**src/verilog/logic_cell_defines.svh**
```systemverilog
// constants for the configurable logic cell
`ifndef LOGIC_CELL_DEFINES_SVH
`define LOGIC_CELL_DEFINES_SVH

// ----------------------------------------------------------------
// operating mode codes, one-hot
// ----------------------------------------------------------------
`define OP_MODE_W        4
`define OP_NORMAL_CODE   4'h1
`define OP_ARITH_CODE    4'h2
`define OP_UPDOWN_CODE   4'h4
`define OP_CLRCNT_CODE   4'h8

// ----------------------------------------------------------------
// clear / preset control mode codes, one-hot
// ----------------------------------------------------------------
`define CTL_MODE_W       6
`define CTL_CLR_CODE     6'h01
`define CTL_PRE_CODE     6'h02
`define CTL_CLR_PRE_CODE 6'h04
`define CTL_LD_CLR_CODE  6'h08
`define CTL_LD_PRE_CODE  6'h10
`define CTL_LD_CODE      6'h20

// ----------------------------------------------------------------
// table sizes and reset values
// ----------------------------------------------------------------
`define LUT4_INPUTS      4
`define LUT3_INPUTS      3
`define LUT4_MASK_W      16
`define LUT3_MASK_W      8
`define TRI_DRIVERS      4
`define BIT_LOW          1'h0
`define BIT_HIGH         1'h1
`define TRI_FLOAT_VALUE  1'h1
`define TRI_CONTEND_VAL  1'h0

`endif

```
**src/verilog/logic_cell_pkg.sv**
```systemverilog
// types shared by the logic cell design files
`include "logic_cell_defines.svh"

package logic_cell_pkg;

	typedef enum logic [`OP_MODE_W-1:0] {
		op_normal = `OP_NORMAL_CODE,
		op_arith  = `OP_ARITH_CODE,
		op_updown = `OP_UPDOWN_CODE,
		op_clrcnt = `OP_CLRCNT_CODE
	} op_mode_e;

	typedef enum logic [`CTL_MODE_W-1:0] {
		ctl_clr     = `CTL_CLR_CODE,
		ctl_pre     = `CTL_PRE_CODE,
		ctl_clr_pre = `CTL_CLR_PRE_CODE,
		ctl_ld_clr  = `CTL_LD_CLR_CODE,
		ctl_ld_pre  = `CTL_LD_PRE_CODE,
		ctl_ld      = `CTL_LD_CODE
	} ctl_mode_e;

endpackage

```
**src/verilog/logic_cell.sv**
```systemverilog
// configurable logic cell: lookup tables, chains, one flip-flop, bus emulation
`timescale 1ns/100ps
`include "logic_cell_defines.svh"

module logic_cell (
	input  wire logic                           clk,
	input  wire logic                           sys_rst,
	// configuration
	input  logic_cell_pkg::op_mode_e            op_mode,
	input  logic_cell_pkg::ctl_mode_e           ctl_mode,
	input  wire logic [`LUT4_MASK_W-1:0]        lut4_mask,
	input  wire logic [`LUT3_MASK_W-1:0]        data_lut_mask,
	input  wire logic [`LUT3_MASK_W-1:0]        carry_lut_mask,
	input  wire logic                           lut_uses_carry_in,
	input  wire logic                           cascade_enable,
	input  wire logic                           cascade_or,
	input  wire logic                           register_packed,
	input  wire logic                           local_sel_register,
	input  wire logic                           global_sel_register,
	input  wire logic                           enable_from_first_data_input,
	input  wire logic                           chip_reset_enable,
	input  wire logic                           chip_reset_presets,
	// functional inputs
	input  wire logic                           first_data_input,
	input  wire logic                           second_data_input,
	input  wire logic                           third_data_input,
	input  wire logic                           fourth_data_input,
	input  wire logic                           carry_in,
	input  wire logic                           cascade_in,
	input  wire logic                           clock_enable,
	// register controls, active low
	input  wire logic                           group_control_a_n,
	input  wire logic                           group_control_b_n,
	input  wire logic                           chip_reset_n,
	// emulated internal bus drivers
	input  wire logic [`TRI_DRIVERS-1:0]        tri_data,
	input  wire logic [`TRI_DRIVERS-1:0]        tri_enable,
	// outputs
	output logic                                local_out,
	output logic                                global_out,
	output logic                                carry_out,
	output logic                                cascade_out,
	output logic                                tri_bus_out
);

	// ----------------------------------------------------------------
	// mode decode
	// ----------------------------------------------------------------
	// modes are straps: changing them while clocked gives undefined results
	wire mode_normal = (op_mode == logic_cell_pkg::op_normal);
	wire mode_arith  = (op_mode == logic_cell_pkg::op_arith);
	wire mode_updown = (op_mode == logic_cell_pkg::op_updown);
	wire mode_clrcnt = (op_mode == logic_cell_pkg::op_clrcnt);
	wire mode_count  = mode_updown | mode_clrcnt;

	wire ctl_clr     = (ctl_mode == logic_cell_pkg::ctl_clr);
	wire ctl_pre     = (ctl_mode == logic_cell_pkg::ctl_pre);
	wire ctl_clr_pre = (ctl_mode == logic_cell_pkg::ctl_clr_pre);
	wire ctl_ld_clr  = (ctl_mode == logic_cell_pkg::ctl_ld_clr);
	wire ctl_ld_pre  = (ctl_mode == logic_cell_pkg::ctl_ld_pre);
	wire ctl_ld      = (ctl_mode == logic_cell_pkg::ctl_ld);

	// ----------------------------------------------------------------
	// register state
	// ----------------------------------------------------------------
	// the flip-flop holds the inverted value in load-with-preset mode
	logic ff_reg;
	logic ff_next;
	wire  ff_inverted = ctl_ld_pre;
	wire  reg_q       = ff_inverted ? ~ff_reg : ff_reg;

	// ----------------------------------------------------------------
	// lookup tables
	// ----------------------------------------------------------------
	wire       lut4_in3  = lut_uses_carry_in ? carry_in : third_data_input;
	wire [3:0] lut4_sel  = {fourth_data_input, lut4_in3, second_data_input, first_data_input};
	logic      lut4_result;

	lut_n #(
		.WIDTH (`LUT4_INPUTS)
	) u_lut4 (
		.mask   (lut4_mask),
		.sel    (lut4_sel),
		.result (lut4_result)
	);

	// counters steer direction from the cascade-in position; clearable mode counts up
	wire       count_dir = mode_updown ? cascade_in : `BIT_HIGH;
	wire [2:0] arith_sel = {carry_in, second_data_input, first_data_input};
	wire [2:0] count_sel = {count_dir, carry_in, reg_q};
	wire [2:0] lut3_sel  = mode_count ? count_sel : arith_sel;
	logic      data_lut_result;
	logic      carry_lut_result;

	lut_n #(
		.WIDTH (`LUT3_INPUTS)
	) u_data_lut (
		.mask   (data_lut_mask),
		.sel    (lut3_sel),
		.result (data_lut_result)
	);

	lut_n #(
		.WIDTH (`LUT3_INPUTS)
	) u_carry_lut (
		.mask   (carry_lut_mask),
		.sel    (lut3_sel),
		.result (carry_lut_result)
	);

	// ----------------------------------------------------------------
	// cascade chain
	// ----------------------------------------------------------------
	// OR is built as AND of inverted terms, inverted again on the way out
	wire table_out    = mode_normal ? lut4_result : data_lut_result;
	wire casc_a       = cascade_or ? ~table_out : table_out;
	wire casc_b       = cascade_or ? ~cascade_in : cascade_in;
	wire casc_and     = casc_a & casc_b;
	wire casc_merged  = cascade_or ? ~casc_and : casc_and;
	// counters spend cascade-in on direction or clear, so no merge there
	wire casc_allowed = cascade_enable & (mode_normal | mode_arith);
	wire comb_result  = casc_allowed ? casc_merged : table_out;
	wire carry_next   = mode_normal ? `BIT_LOW : carry_lut_result;

	// ----------------------------------------------------------------
	// synchronous data path
	// ----------------------------------------------------------------
	wire count_enable = second_data_input;
	wire count_value  = count_enable ? data_lut_result : reg_q;
	wire sync_load    = third_data_input;
	wire load_mux     = sync_load ? fourth_data_input : count_value;
	// cascade-in acts as an active-low synchronous clear in clearable mode
	wire count_d      = mode_clrcnt ? (load_mux & cascade_in) : load_mux;
	wire normal_d     = register_packed ? fourth_data_input : comb_result;
	wire sync_d       = mode_count ? count_d : (mode_normal ? normal_d : comb_result);
	wire reg_enable   = enable_from_first_data_input ? first_data_input : clock_enable;

	// ----------------------------------------------------------------
	// clear, preset and load controls
	// ----------------------------------------------------------------
	// the controls are taken at the clock edge, not through an async flop path
	wire ctl_a = ~group_control_a_n;
	wire ctl_b = ~group_control_b_n;

	wire clr_force    = ctl_clr & (ctl_a | ctl_b);
	wire pre_force    = ctl_pre & ctl_a;
	wire cp_force     = ctl_clr_pre & (ctl_a | ctl_b);
	wire cp_value     = ctl_b ? `BIT_LOW : `BIT_HIGH;
	wire lc_force     = ctl_ld_clr & (ctl_a | ctl_b);
	wire lc_value     = ctl_b ? `BIT_LOW : third_data_input;
	wire lp_force     = ctl_ld_pre & (ctl_a | ctl_b);
	wire lp_value     = ctl_b ? `BIT_HIGH : third_data_input;
	wire ld_force     = ctl_ld & ctl_a;

	wire async_force  = clr_force | pre_force | cp_force | lc_force | lp_force | ld_force;
	wire async_value  = clr_force ? `BIT_LOW :
		pre_force ? `BIT_HIGH :
		cp_force  ? cp_value :
		lc_force  ? lc_value :
		lp_force  ? lp_value :
		third_data_input;

	wire preset_mode  = ctl_pre | ctl_clr_pre | ctl_ld_pre;
	wire chip_force   = chip_reset_enable & ~chip_reset_n;
	wire chip_value   = chip_reset_presets & preset_mode;

	// chip reset first, then the control lines, then the clock enable
	wire q_next = chip_force ? chip_value :
		async_force ? async_value :
		reg_enable  ? sync_d : reg_q;

	always_comb begin
		ff_next = ff_inverted ? ~q_next : q_next;
	end

	// ----------------------------------------------------------------
	// emulated internal bus
	// ----------------------------------------------------------------
	localparam logic [`TRI_DRIVERS-1:0] ONE_DRIVER = {{(`TRI_DRIVERS-1){1'h0}}, 1'h1};
	wire any_driver   = |tri_enable;
	wire many_drivers = |(tri_enable & (tri_enable - ONE_DRIVER));
	wire one_value    = |(tri_enable & tri_data);
	wire tri_next     = !any_driver ? `TRI_FLOAT_VALUE :
		many_drivers ? `TRI_CONTEND_VAL : one_value;

	// ----------------------------------------------------------------
	// output selection
	// ----------------------------------------------------------------
	// register selection uses the next state so the pin tracks the flop
	wire local_next  = local_sel_register ? q_next : comb_result;
	wire global_next = global_sel_register ? q_next : comb_result;

	// ----------------------------------------------------------------
	// flip-flops
	// ----------------------------------------------------------------
	always_ff @(posedge clk) begin
		if (sys_rst) begin
			ff_reg <= `BIT_LOW;
		end else begin
			ff_reg <= ff_next;
		end
	end

	// outputs are registered, so table results appear one clock late
	always_ff @(posedge clk) begin
		if (sys_rst) begin
			local_out   <= `BIT_LOW;
			global_out  <= `BIT_LOW;
			carry_out   <= `BIT_LOW;
			cascade_out <= `BIT_LOW;
			tri_bus_out <= `TRI_FLOAT_VALUE;
		end else begin
			local_out   <= local_next;
			global_out  <= global_next;
			carry_out   <= carry_next;
			cascade_out <= comb_result;
			tri_bus_out <= tri_next;
		end
	end

endmodule

```
**src/verilog/lut_n.sv**
```systemverilog
// generic lookup table: the mask bit addressed by the select inputs
`timescale 1ns/100ps

module lut_n #(
	parameter int unsigned WIDTH = 4
) (
	input  wire logic [(1<<WIDTH)-1:0] mask,
	input  wire logic [WIDTH-1:0]      sel,
	output wire logic                  result
);

	assign result = mask[sel];

endmodule

```
**config.mk**
```make
export PLATFORM = sky130hd
export DESIGN_NAME = logic_cell
export DESIGN_NICKNAME = d
export VERILOG_FILES = /design/src/verilog/logic_cell_pkg.sv /design/src/verilog/logic_cell.sv /design/src/verilog/lut_n.sv
export VERILOG_INCLUDE_DIRS = /design/src /design/src/verilog
export SDC_FILE = /design/constraint.sdc
export NUM_CORES = 1
export LEC_CHECK = 0
export ABC_AREA = 1
export BUFFER_PORTS_ARGS = -buffer_cell sky130_fd_sc_hd__buf_4
export CAP_MARGIN = 10
export CORE_AREA = 3 3 57 59
export DETAILED_ROUTE_END_ITERATION = 10
export DIE_AREA = 0 0 60 62
export HOLD_SLACK_MARGIN = 0.03
export MAX_ROUTING_LAYER = met4
export PLACE_DENSITY = 0.75
export SYNTH_ARGS = -nofsm -noshare
export SYNTH_HDL_FRONTEND = slang
export SYNTH_SLANG_ARGS = --single-unit
export TNS_END_PERCENT = 50
```
**constraint.sdc**
```tcl
create_clock -name clk -period 4.4 [get_ports clk]
set_input_delay 0.44 -clock clk [delete_from_list [all_inputs] [get_ports clk]]
set_output_delay 0.44 -clock clk [all_outputs]
set_load 0.005 [all_outputs]
```
* Word-level counts from Yosys, hierarchy flattened
Cells that the tools add are included.
Cells by class: add/subtract/negate cells 1, magnitude comparators 2, equal/unequal tests 10, muxes and demuxes 37, bitwise logic cells 32, reduce and logical (&&, ||, !) cells 5
Operators with widths (number):
- 1-bit two-way mux | 33
- 4-bit OR reduction | 3
- 1-bit AND | 11
- 1-bit bitwise OR | 10
- 1-bit NOT | 9
- 4-bit AND | 2
- 1-bit binary-select mux with 3-bit select | 2
- 6-bit by 1-bit == test with 1-bit output (second input constant) | 1
- 6-bit by 2-bit == test with 1-bit output (second input constant) | 1
- 6-bit by 3-bit == test with 1-bit output (second input constant) | 1
- 6-bit by 4-bit == test with 1-bit output (second input constant) | 1
- 6-bit by 5-bit == test with 1-bit output (second input constant) | 1
- 6-bit == test (second input constant) | 1
- 4-bit by 5-bit < comparator with 1-bit output (second input constant) | 1
- 1-bit binary-select mux with 4-bit select | 1
- 4-bit by 1-bit == test with 1-bit output (second input constant) | 1
- 4-bit by 2-bit == test with 1-bit output (second input constant) | 1
- 4-bit by 3-bit == test with 1-bit output (second input constant) | 1
- 4-bit == test (second input constant) | 1
- 3-bit by 4-bit < comparator with 1-bit output (second input constant) | 1
- 2-bit OR reduction | 2
- 4-bit by 1-bit subtractor with 4-bit output (second input constant) | 1
- 3-bit two-way mux | 1
Storage, ports and cells: flip-flop bits (word level) 6, input bits 71, output and inout port bits 5, logic and storage cells 93

* Longest topological paths before layout
word-level depth 20, mapped depth 22, gate-level depth less buffers 22

* By module
Synthesis repeated with hierarchy kept, for this count alone.
Second synthesis, totals: cells, all modules 247, area, all modules 1191.1 um^2
By module, submodules not included:
- logic_cell | instances 1, cells each 141, area each 740.7 um^2, seq. area each 120.1 um^2
- lut_n at u_lut4 | instances 1, cells each 50, area each 230.2 um^2, seq. area each 0.0 um^2
- lut_n at u_carry_lut ... | instances 2, cells each 28, area each 110.1 um^2, seq. area each 0.0 um^2

* Worst setup path before layout
No wires, ideal clock.
path kind input -> register, start point input port op_mode[2], end point register ff_reg, setup time 0.115 ns, data arrival time 1.810 ns, required time 4.285 ns, slack 2.475 ns, cell stages on the path 21, buffers on the path 0, path through inv_1 nor2_1 nand2_2 nand2_4 inv_4 nand2_8 nand2_4 nand2_1 nand3_1 nand3_2 nand3_2 nand2_2 nand2_4 nand2_2 nand2_1 nand2_1 nand2_1 nand2_1 nand2_2 a21oi_1 nor2_1
Between the ends: longest elaborated chain between the ends 20, elaborated cells on any way between the ends 30, those cells by class 4 x eq/ne; 18 x mux; 8 x bitwise
Ends and longest elaborated chain:
- start, declared | line logic_cell.sv:9 | input logic_cell_pkg::op_mode_e op_mode,
- 4-bit by 3-bit == test with 1-bit output or 4-bit == test (tied branches) | line logic_cell.sv:52, logic_cell.sv:53
- 1-bit bitwise OR or 1-bit two-way mux (tied branches)
- 3-bit two-way mux | line logic_cell.sv:91 | wire [2:0] lut3_sel = mode_count ? count_sel : arith_sel;
- 1-bit binary-select mux with 3-bit select | line lut_n.sv:12 | assign result = mask[sel];
- 1-bit two-way mux (not written as such) | line lut_n.sv:12
- 1-bit two-way mux | line logic_cell.sv:115 | wire table_out = mode_normal ? lut4_result : data_lut_result;
- 1-bit NOT | line logic_cell.sv:116 | wire casc_a = cascade_or ? ~table_out : table_out;
- 1-bit two-way mux | line logic_cell.sv:116
- [4 not listed]
- 1-bit two-way mux | line logic_cell.sv:134 | wire normal_d = register_packed ? fourth_data_input : comb_result;
- 1-bit two-way mux | line logic_cell.sv:135 | wire sync_d = mode_count ? count_d : (mode_normal ? normal_d : comb_result);
- 1-bit two-way mux (*) | line logic_cell.sv:135
- 1-bit two-way mux (*) | line logic_cell.sv:170 | reg_enable ? sync_d : reg_q;
- 1-bit two-way mux (*) | line logic_cell.sv:169 | async_force ? async_value :
- 1-bit two-way mux (*) | line logic_cell.sv:168 | wire q_next = chip_force ? chip_value :
- 1-bit NOT | line logic_cell.sv:173 | ff_next = ff_inverted ? ~q_next : q_next;
- 1-bit two-way mux (*) | line logic_cell.sv:173
- end signal, assigned | line logic_cell.sv:198 | ff_reg <= `BIT_LOW;
- end signal, assigned | line logic_cell.sv:200 | ff_reg <= ff_next;
- end, declared | line logic_cell.sv:67 | logic ff_reg;
Mark *: on every way between the ends. The rest lies on a longest branch, timed or not. The select of a mux whose other input is x is not followed. A chain may end at the register's enable or synchronous reset.

* Final worst setup path
start point input port op_mode[0], end point register global_out
Between the ends: longest elaborated chain between the ends 19, elaborated cells on any way between the ends 29, those cells by class 4 x eq/ne; 18 x mux; 7 x bitwise
Ends and longest elaborated chain:
- 4-bit by 3-bit == test with 1-bit output or 4-bit == test (tied branches) | line logic_cell.sv:52, logic_cell.sv:53
- 1-bit bitwise OR or 1-bit two-way mux (tied branches)
- 3-bit two-way mux | line logic_cell.sv:91
- 1-bit binary-select mux with 3-bit select | line lut_n.sv:12
- 1-bit two-way mux (not written as such) | line lut_n.sv:12
- 1-bit two-way mux | line logic_cell.sv:115
- 1-bit NOT | line logic_cell.sv:116
- 1-bit two-way mux | line logic_cell.sv:116
- [2 not listed]
- 1-bit two-way mux | line logic_cell.sv:119 | wire casc_merged = cascade_or ? ~casc_and : casc_and;
- 1-bit two-way mux | line logic_cell.sv:122 | wire comb_result = casc_allowed ? casc_merged : table_out;
- 1-bit two-way mux | line logic_cell.sv:134
- 1-bit two-way mux (2 in a row) | line logic_cell.sv:135
- 1-bit two-way mux | line logic_cell.sv:170
- 1-bit two-way mux | line logic_cell.sv:169
- 1-bit two-way mux | line logic_cell.sv:168
- 1-bit two-way mux (*) | line logic_cell.sv:191 | wire global_next = global_sel_register ? q_next : comb_result;
- end signal, assigned | line logic_cell.sv:208 | global_out <= `BIT_LOW;
- end signal, assigned | line logic_cell.sv:214 | global_out <= global_next;
- end, declared | line logic_cell.sv:40 | output logic global_out,
Marks and branches as above.

==> impl_metrics.tcl <==
set metrics [dict create \
    gp_congestion 0.868 \
    p_total_mw 0.265 \
    synth_enable_flop_cells 0 \
    fillers 291 \
    synthSimpleGateAreaFrac_pct 55.5 \
    port_buffers 75 \
    p_per_area_mw_per_mm2 154 \
    ys_seq_area_share_pct 10.9 \
    leakagePower_nw 0.920 \
    numCtsBuffers 3 \
    hold_ws_ns 0.374 \
    start_kind "input pin" \
    final_util_pct 62.2 \
    max_freq_ghz 0.504 \
    relSlewSlack_pct 75.3 \
    grt_overflow 0 \
    worstHoldStart "sys_rst" \
    skew_ns 0.0126 \
    postCtsHoldBufs 0 \
    cts_tree "yes" \
    crit_required_ns 4.54 \
    fin_crit_sh_pct 45.1 \
    hp-class "in2reg" \
    layoutNonFillerInstCount 298 \
    synth-async-reset-ratio_pct 0 \
    setup_tns_ns 0 \
    antenna_found_initial 0 \
    switching_share_pct 36.1 \
    design_area_mm2 0.00171 \
    nNetsFinal 340 \
    worst-path-max-fanout 7 \
    synth_compound_area_share_pct 20.5 \
    cts_sinks 6 \
    cts_setup_buffers 0 \
    antennaDiodeCount 0 \
    area_growth_pct 55.7 \
    ir_worst_vdd_mv 0.170 \
    hpwl_mm 2.81 \
    post_cts_resized 0 \
    die_w_um 60 \
    yosys_warnings 0 \
    final-hold-violation-count 0 \
    wl_per_cell_um 10.7 \
    setup_viol 0 \
    wirelength_mm 3.18 \
    syn-num-nets 261 \
    intPower_mw 0.169 \
    drcViolationCount 0 \
    clock_path_buffers 2 \
    clock_tree.root_cell "clkbuf_4" \
    rrSetupSlack_ns 2.62 \
    synth_most_common_cell "nor2_1" \
    drv_cap 0 \
    grt_pass1_wl_mm 5.07 \
    synthTopCellsByArea "dfxtp_1 11%, nor2_1 11%, inv_1 11%" \
    status "completed" \
    setup_slack_ns 2.42 \
    ctsHtreeMaxLevel 1 \
    dieArea_mm2 0.00372 \
    pwr-share-seq_pct 23.7 \
    via_per_inst 4.92 \
    core_area_mm2 0.00276 \
    grt_max_degree 11 \
    ant_nets 0 \
    drive_gt1_share_pct 39.3 \
    synth_area_leader_cell "dfxtp_1" \
    syn_area_mm2 0.00110 \
    ys_seq_elements 6 \
    min_to "cascade_out" \
    cp.arrival_ns 2.12 \
    rsz0062_at_grt "no" \
    drt_iter0_drc 58 \
    dp.cells 295 \
    io_pins 76 \
    synthCells 190 \
    post_dp_cell_area_mm2 0.00169 \
    synth_top_area_share_pct 10.9 \
    maxSlewViolCount 0 \
    synth_area_per_cell_um2 5.80 \
    routed-via-count 1466 \
    synth_top_family_by_area "simple AND/OR/NAND/NOR gates" \
    endpoint_kind "flop" \
    rows 19 \
    synth_common_cells "32 x nor2_1, 31 x inv_1, 30 x nand2_1" \
    die_y_um 62 \
    whs_path_depth 2 \
    power_switching_mw 0.0956 \
    first_global_vias 1305 \
    ys_types 30 \
    r2r-end "ff_reg" \
    synth_fa_ha_area_share_pct 0 \
    power_frac_clock_pct 19.8 \
    initial_core_util_pct 39.9 \
    grt.total_usage_pct 17.6 \
    crit-reg2reg-launch "ff_reg" \
    synth_mux_area_share_pct 0 \
    drt_first_pass_iters 4 \
    ys.flop_type "dfxtp_1" \
    power_frac_comb_pct 56.5 \
    rr_worst_depth 17 \
    synthXorXnorAreaFrac_pct 0 \
    layout_min_cycle_time_ns 1.98 \
    path_clk_slew_ns 0.05 \
    worst_pin_slew_ns 0.367 \
    path_class "in2reg" \
    pre_cts_ws_ns 2.17 \
    clk_latency_ns 0.25 \
]
placed cells by master (no fill, tap or decap), drive strengths merged:
master / instances
buf: 75
nand2: 39
nor2: 36
inv: 35
nand3: 27
o21ai: 20
dfxtp: 6
a21oi: 6
o22ai: 4
o221ai: 3
clkbuf: 3
nor4: 2
nand3b: 2
a31oi: 2
a211oi: 2
nand4: 2
nor3: 1
and3: 1
o32ai: 1
how the worst max path moves through the flow:
stage / startpoint / to / slack [ns] / cells after the start
after global routing: op_mode[0] / global_out / 2.22 / 21
after detailed placement: op_mode[0] / ff_reg / 2.17 / 21
after CTS: op_mode[0] / local_out / 2.42 / 21
after floorplan: op_mode[2] / ff_reg / 2.48 / 21
final: op_mode[0] / global_out / 2.42 / 21
after global placement: op_mode[0] / ff_reg / 2.18 / 21
worst max-delay path: stages:
cell and delay, ns:
buf_4 0.13, nor2_4 0.11, nand3_2 0.11, nand2_4 0.14
nand2_1 0.08, o21ai_2 0.12, inv_2 0.08, nand3_1 0.10
nand3_2 0.09, nand3_2 0.09, nand2_2 0.06, nand2_4 0.07
nand2_2 0.04, nand2_1 0.05, nand2_1 0.04, nand2_1 0.06
nand2_1 0.06, nand2_2 0.08, nand3_1 0.07, nand2_1 0.06
inv_1 0.03
per-layer routing:
metal	wire (um)	vias to the layer above	global-route usage [%]
met3	238	4	2.07
met1	1400	614	22.5
li1	-	787	-
met4	34	0	5.06
met2	1510	61	29.3
met5	0	-	-
area by class of cell:
cell class,count,area (um^2),area share [%]
clock buffers,3,22.5,1.31
inverters,35,134,7.81
multi-input cells,148,836,48.8
flip-flops and latches,6,120,7.01
well taps,31,38.8,2.26
repair buffers,75,563,32.8
logic make-up after synthesis:
kind of cell | Yosys count
buffers and inverters | 36
AO/OA/AOI/OAI | 38
AND/OR/NAND/NOR | 110
flip-flops | 6
power groups by stage:
stage / registers [mW] / clock network [mW] / logic, mW
2_1_floorplan: 0.0640 / 0 / 0.0767
3_3_place_gp: 0.0636 / 0 / 0.148
3_5_place_dp: 0.0638 / 0 / 0.150
4_1_cts: 0.0627 / 0.0535 / 0.150
5_1_grt: 0.0630 / 0.0579 / 0.168
6_report: 0.0626 / 0.0525 / 0.150
(Power assumes the default switching activity.)
